### src/hw/acs_pkg.sv
package acs_pkg;
  // register map
  localparam logic [7:0]  ECCR_OFFSET      = 8'h00;
  localparam logic [7:0]  STATUS_OFFSET    = 8'h04;
  localparam logic [31:0] ECCR_RESET       = 32'h0000_0000;
  localparam logic [31:0] ECCR_WRITE_MASK  = 32'h0001_FE80;
  // field positions (bit 0 = least significant)
  localparam int          DIV_LSB          = 9;
  localparam int          DIV_WIDTH        = 8;
  localparam int          SRC_SEL_BIT      = 7;
  localparam int          MODE_LSB         = 0;
  localparam int          BYPASS_BIT       = 2;
  localparam int          CAPTURED_BIT     = 3;
  // source select encodings
  localparam logic        SRC_SYSTEM       = 1'b0;
  localparam logic        SRC_CRYSTAL      = 1'b1;
  // clocking modes
  typedef enum logic [1:0]
  {
    ACS_MODE_DEFAULT  = 2'h0,
    ACS_MODE_EXT_REF  = 2'h1,
    ACS_MODE_EXT_XTAL = 2'h3,
    ACS_MODE_BYPASS   = 2'h2
  } acs_mode_t;
endpackage

### src/hw/acs_clock_ctrl.sv
// The implementer's own choices: the placing of the registers and the plain strobed port.
`timescale 1ns/1ns
// Summary of operation
// - the select pin and two pll pins pick one of three pll modes or a bypass mode.
// - the mode is caught from the pins when reset releases and then stays fixed.
// - the aux divider field is eight bits, its top two bits at big-endian bits 15 and 16.
// - a source select bit at big-endian bit 24 feeds the aux divider.
// - source select one picks the crystal input, zero picks the system clock.
// - after reset the aux generator runs from the system clock.
module acs_clock_ctrl #(
  parameter int ADDR_WIDTH = 8
) (
  input  wire logic                  clock,
  input  wire logic                  sys_rst,
  input  wire logic                  reset_config_select_n,
  input  wire logic [1:0]            pll_config_pins,
  input  wire logic                  crystal_input_pin,
  input  wire logic [ADDR_WIDTH-1:0] reg_addr,
  input  wire logic [31:0]           reg_wdata,
  input  wire logic                  reg_write,
  input  wire logic                  reg_read,
  output logic      [31:0]           reg_rdata,
  output logic      [1:0]            pll_mode,
  output logic                       clock_bypass,
  output logic                       mode_captured,
  output logic                       aux_clock_output
);

  // pin synchronisers: three stages, a change counts once stages two and three agree
  logic [2:0] pin_sync1_reg;
  logic [2:0] pin_sync2_reg;
  logic [2:0] pin_sync3_reg;
  logic [2:0] pin_level_reg;
  logic [2:0] pin_level_next;
  logic       xtal_sync1_reg;
  logic       xtal_sync2_reg;
  logic       xtal_sync3_reg;
  logic       xtal_level_reg;
  logic       xtal_level_next;

  logic [31:0]               eccr_reg;
  logic [31:0]               eccr_next;
  acs_pkg::acs_mode_t        mode_reg;
  acs_pkg::acs_mode_t        mode_next;
  logic                      captured_reg;
  logic                      bypass_reg;
  logic [31:0]               rdata_reg;
  logic [31:0]               rdata_next;
  logic [acs_pkg::DIV_WIDTH-1:0] div_count_reg;
  logic [acs_pkg::DIV_WIDTH-1:0] div_count_next;
  logic                      aux_out_reg;
  logic                      aux_out_next;
  logic                      src_seen_reg;

  // decode of the pin combination into a clocking mode
  function automatic acs_pkg::acs_mode_t acs_decode_mode(input logic [2:0] pins);
    acs_pkg::acs_mode_t m;
    if (pins[2])
      m = acs_pkg::ACS_MODE_DEFAULT;
    else if (pins[1] && pins[0])
      m = acs_pkg::ACS_MODE_EXT_REF;
    else if (pins[1])
      m = acs_pkg::ACS_MODE_EXT_XTAL;
    else
      m = acs_pkg::ACS_MODE_BYPASS;
    return m;
  endfunction

  wire logic       pins_agree   = (pin_sync2_reg == pin_sync3_reg);
  wire logic       xtal_agree   = (xtal_sync2_reg == xtal_sync3_reg);
  wire logic       xtal_rise    = xtal_agree && xtal_sync3_reg && !xtal_level_reg;
  wire logic       capture_now  = !captured_reg;
  wire acs_pkg::acs_mode_t pin_mode = acs_decode_mode(pin_level_reg);

  wire logic       sel_eccr     = (reg_addr == ADDR_WIDTH'(acs_pkg::ECCR_OFFSET));
  wire logic       sel_status   = (reg_addr == ADDR_WIDTH'(acs_pkg::STATUS_OFFSET));
  wire logic       eccr_wr      = reg_write && sel_eccr;
  wire logic       src_sel      = eccr_reg[acs_pkg::SRC_SEL_BIT];
  wire logic [acs_pkg::DIV_WIDTH-1:0] div_value =
    eccr_reg[acs_pkg::DIV_LSB +: acs_pkg::DIV_WIDTH];
  // crystal edges or every system clock drive the divider
  wire logic       src_tick     = (src_sel == acs_pkg::SRC_CRYSTAL) ? xtal_rise : 1'b1;
  wire logic       src_changed  = (src_sel != src_seen_reg);
  wire logic       div_done     = (div_count_reg >= div_value);

  wire logic [31:0] status_word =
    {28'h000_0000, captured_reg, bypass_reg, 2'(mode_reg)};

  assign pin_level_next  = pins_agree ? pin_sync3_reg : pin_level_reg;
  assign xtal_level_next = xtal_agree ? xtal_sync3_reg : xtal_level_reg;
  assign mode_next       = capture_now ? pin_mode : mode_reg;
  assign eccr_next       = eccr_wr
                           ? ((eccr_reg & ~acs_pkg::ECCR_WRITE_MASK)
                              | (reg_wdata & acs_pkg::ECCR_WRITE_MASK))
                           : eccr_reg;
  assign rdata_next      = !reg_read   ? 32'h0000_0000 :
                           sel_eccr    ? eccr_reg :
                           sel_status  ? status_word :
                                         32'h0000_0000;
  // half period is div_value + 1 source ticks
  assign div_count_next  = src_changed ? '0 :
                           !src_tick   ? div_count_reg :
                           div_done    ? '0 :
                                         div_count_reg + 1'b1;
  assign aux_out_next    = src_changed ? 1'b0 :
                           (src_tick && div_done) ? !aux_out_reg : aux_out_reg;

  always_ff @(posedge clock)
  begin
    pin_sync1_reg  <= {reset_config_select_n, pll_config_pins};
    pin_sync2_reg  <= pin_sync1_reg;
    pin_sync3_reg  <= pin_sync2_reg;
    xtal_sync1_reg <= crystal_input_pin;
    xtal_sync2_reg <= xtal_sync1_reg;
    xtal_sync3_reg <= xtal_sync2_reg;
    // pin level keeps following the pins through reset so release sees the strap
    pin_level_reg  <= pin_level_next;
  end

  always_ff @(posedge clock)
  begin
    if (sys_rst)
    begin
      xtal_level_reg <= 1'b0;
      mode_reg       <= acs_pkg::ACS_MODE_DEFAULT;
      captured_reg   <= 1'b0;
      bypass_reg     <= 1'b0;
    end
    else
    begin
      xtal_level_reg <= xtal_level_next;
      mode_reg       <= mode_next;
      captured_reg   <= 1'b1;
      bypass_reg     <= (mode_next == acs_pkg::ACS_MODE_BYPASS);
    end
  end

  always_ff @(posedge clock)
  begin
    if (sys_rst)
    begin
      eccr_reg      <= acs_pkg::ECCR_RESET;
      rdata_reg     <= 32'h0000_0000;
      div_count_reg <= '0;
      aux_out_reg   <= 1'b0;
      src_seen_reg  <= acs_pkg::SRC_SYSTEM;
    end
    else
    begin
      eccr_reg      <= eccr_next;
      rdata_reg     <= rdata_next;
      div_count_reg <= div_count_next;
      aux_out_reg   <= aux_out_next;
      src_seen_reg  <= src_sel;
    end
  end

  assign reg_rdata        = rdata_reg;
  assign pll_mode         = 2'(mode_reg);
  assign clock_bypass     = bypass_reg;
  assign mode_captured    = captured_reg;
  assign aux_clock_output = aux_out_reg;

endmodule

### config.mk
export PLATFORM = sky130hd
export DESIGN_NAME = acs_clock_ctrl
export DESIGN_NICKNAME = d
export VERILOG_FILES = /design/src/hw/acs_pkg.sv /design/src/hw/acs_clock_ctrl.sv
export SDC_FILE = /design/constraint.sdc
export NUM_CORES = 1
export LEC_CHECK = 0
export ABC_CLOCK_PERIOD_IN_PS = 2040
export BUFFER_PORTS_ARGS = -buffer_cell sky130_fd_sc_hd__buf_4
export CELL_PAD_IN_SITES_DETAIL_PLACEMENT = 0
export CELL_PAD_IN_SITES_GLOBAL_PLACEMENT = 1
export CORE_AREA = 2 2 85 79
export DETAILED_ROUTE_END_ITERATION = 8
export DIE_AREA = 0 0 87 81
export PLACE_DENSITY = 0.79
export SLEW_MARGIN = 20
export SYNTH_ARGS = -nofsm -noshare
export SYNTH_HDL_FRONTEND = slang
export SYNTH_SLANG_ARGS = --single-unit
export TNS_END_PERCENT = 30
### constraint.sdc
create_clock -name clock -period 2.04 [get_ports clock]
set_clock_uncertainty 0.2 [all_clocks]
set_input_delay 0.102 -clock clock [delete_from_list [all_inputs] [get_ports clock]]
set_output_delay 0.102 -clock clock [all_outputs]
set_load 0.05 [all_outputs]
==> key figures <==
Global route
  – Initial antenna violation count: 0
  – Total GRT Usage: 10.0%
  – Vias in the first global route: 1252
  – Pin count of the biggest net entering global routing: 17
  – Grt total ovfl: 0
  – First-pass GRT wire length: 5.40 mm

Placement
  – GPL Wtd Cong: 0.770
  – # placed instances: 306
  – Number of buffers added on ports: 42
  – Placed wire-length estimate: 2.43 mm
  – Pre-CTS setup slack: 0.153 ns
  – Placed Area: 2420 um^2

Timing
  – RSZ-0062 raised after global routing: false
  – # setup viols final: 0
  – Fin crit share: 95.5%
  – Max Slew Vio Count: 0
  – Top achievable clock speed: 513 MHz
  – Setup TNS: 0 ns
  – Final worst slack: 0.0921 ns
  – Final Critical Period: 1.95 ns
  – Fin. Hold Viols: 0

Power and ir drop
  – Pleak: 1.28 nW
  – Tot Pwr: 1.81 mW
  – Maximum vdd drop: 286 uV
  – Pwr dens: 659 nW/um^2

Setup path
  – Setup crit start: reg_addr[2]
  – Crit-path cells: dlygate4sd3_1, buf_4, nand4b_1, buf_4, mux2i_1, nor2_1, dlygate4sd3_1
  – R2r startpoint: eccr_reg[15]
  – Crit Path Category: input port to flip-flop
  – Critical path arrival: 1.94 ns
  – Crit path max fanout: 9
  – Critical-path top delay cell: dlygate4sd3_1
  – Critical Path RT: 2.03 ns
  – Startpoint Class: input port
  – Flop2flop setup slack: 0.13 ns
  – Worst Setup EP: eccr_reg[13]
  – RR Endpoint: div_count_reg[1]
  – Crit. End Element: flip-flop
  – Worst R2R Path Depth: 7
  – Max stage delay on crit path: 0.55 ns

Synth
  – Area leader, netlist: dfxtp_1
  – Cells taking the most area after synthesis: dfxtp_1, buf_4, ha_1
  – Yosys reg bits: 52
  – Post-synth top area share: 47.2%
  – Most frequent cell after synthesis: dfxtp_1
  – Top cells by count, synth: dfxtp_1, buf_4, nor2_1
  – Number of synthesized flops with an enable pin: 3
  – FFs w/ async S/R, synth: 0%
  – Synthesized cell area: 2080 um^2
  – Synth unique cells: 41
  – Main flop type after synthesis: dfxtp_1
  – Yosys warns: 0
  – Post-Syn Area per Cell: 10.9 um^2
  – Post-Synthesis Cells: 190
  – Sequential fraction of the synthesis area: 51.6%

Clock network
  – Clk sink count: 52
  – H-tree lvl count: 2
  – Root Driver: clkbuf_8
  – Setup repair bufs after CTS: 0
  – Number of CTS-inserted buffers: 5
  – CTS tree: built
  – CTS Buffer Depth: 2
  – Clock Pin Slew Worst Setup and Hold Paths: 0.09 ns
  – Clk_lat worst skew: 0.30 ns

Route
  – Drt initial violations: 28
  – Drt via density: 4.14
  – DR pass1 iterations: 3
  – Post-Route WL: 3.36 mm
  – Vias: 1400
  – Residual DRC count: 0
  – Number of routed nets with antenna violations: 0
  – DR WL/cell: 9.93 um

Floorplanning
  – Ports: 85
  – Starting density of the core: 33.1%
  – CORE AREA: 6270 um^2
  – Die Span Y: 81 um
  – Die area: 7050 um^2
  – Die X: 87 um
  – FP Rows: 28

Finish
  – Share of cells above drive strength 1: 26.6%
  – Layout Nets: 320
  – Design Area, Final: 2750 um^2
  – Filler cell count: 578
  – Reg area: 1070 um^2
  – Multi-input gate area: 885 um^2
  – N_diodes: 0
  – Area Growth Syn to Fin: 32.2%
  – Fin cells: 338
  – Max reg flops: 13

Min path
  – Worst Hold Class: input port to flip-flop

Status
  – Outcome: complete, no violations

Run
  – Max Cap Viol: 0
## critical path: cells and delay by family
| kind | cells | cell delay [ns] |
|---|---|---|
| AND/OR/NAND/NOR | 2 | 0.22 |
| buffers and inverters | 4 | 1.45 |
| multiplexers | 1 | 0.16 |
## where the power goes
group | internal [mW] | leakage (nW) | switching, mW
sequential | 1.04 | 0.428 | 0.0111
combinational | 0.0675 | 0.807 | 0.123
clock | 0.240 | 0.0479 | 0.324
total | 1.35 | 1.28 | 0.458
## what timing repair did
action,in CTS,in global routing
hold endpoints to repair,22,0
hold buffers,24,0
gates resized for setup,0,0
## metrics by stage
step | utilization [%] | hold slack, ns
after floorplan | - | -0.0703
after global placement | 38.5 | 0.00695
after detailed placement | 38.5 | 0.00761
after CTS | 43.8 | 0.0883
after global routing | 43.8 | 0.109
final | 43.8 | 0.0980
## how the worst min path moves through the flow
stage | start | end | slack, ns | cells past startpoint
global placement | pll_config_pins[0] | pin_sync1_reg[0] | 0.007 | 1
finish | reg_read | reg_rdata[3] | 0.1 | 3
global route | reg_read | reg_rdata[0] | 0.11 | 3
detailed placement | crystal_input_pin | xtal_sync1_reg | 0.008 | 1
floorplan | pll_config_pins[0] | pin_sync1_reg[0] | -0.07 | 0
CTS | reg_read | reg_rdata[3] | 0.09 | 3
## logic make-up (layout without fill, tap and decap cells)
logic type / count (synthesis) / after routing / synth area share (%)
simple gates: 61 / 61 / 18.6
flops: 52 / 52 / 51.6
buf+inv: 31 / 86 / 9.10
compound gates: 15 / 15 / 5.48
fa+ha+maj: 10 / 10 / 6.02
xor+xnor: 10 / 10 / 4.22
mux: 10 / 10 / 4.82
other cells: 1 / 19 / 0.181
## placed cells by master (no fill, tap or decap), types with 2 or more instances in the layout
cell type / Yosys / final
dfxtp_1: 49 / 49
buf_4: 19 / 44
dlygate4sd3_1: 0 / 24
conb_1: 1 / 19
nor2_1: 13 / 13
and2_1: 11 / 11
inv_1: 10 / 10
mux2i_1: 10 / 10
ha_1: 10 / 10
xor2_1: 7 / 7
nor2_2: 7 / 7
and3_1: 6 / 6
nand2_1: 6 / 6
a21oi_1: 5 / 5
clkbuf_8: 0 / 5
xnor2_1: 3 / 3
edfxtp_1: 3 / 3
nor3_1: 2 / 2
and4_1: 2 / 2
nor2b_1: 2 / 2
a21oi_2: 2 / 2
clkinv_2: 0 / 2
## per-layer routing
| layer | track usage (%) | wire, um | up-vias |
|---|---|---|---|
| met1 | 11.4 | 1580 | 609 |
| met3 | 3.25 | 213 | 6 |
| li1 | - | - | 738 |
| met5 | 0 | 0 | - |
| met4 | 5.63 | 75 | 0 |
| met2 | 16.6 | 1480 | 47 |
## area by class of cell
cell class | count | area share, %
sequential | 52 | 39.0
multi-input combinational | 125 | 32.2
timing repair buffer | 68 | 20.8
tap | 75 | 3.42
clock buffer | 5 | 2.51
inverter | 10 | 1.37
clock inverter | 3 | 0.684
(Power assumes the default switching activity.)
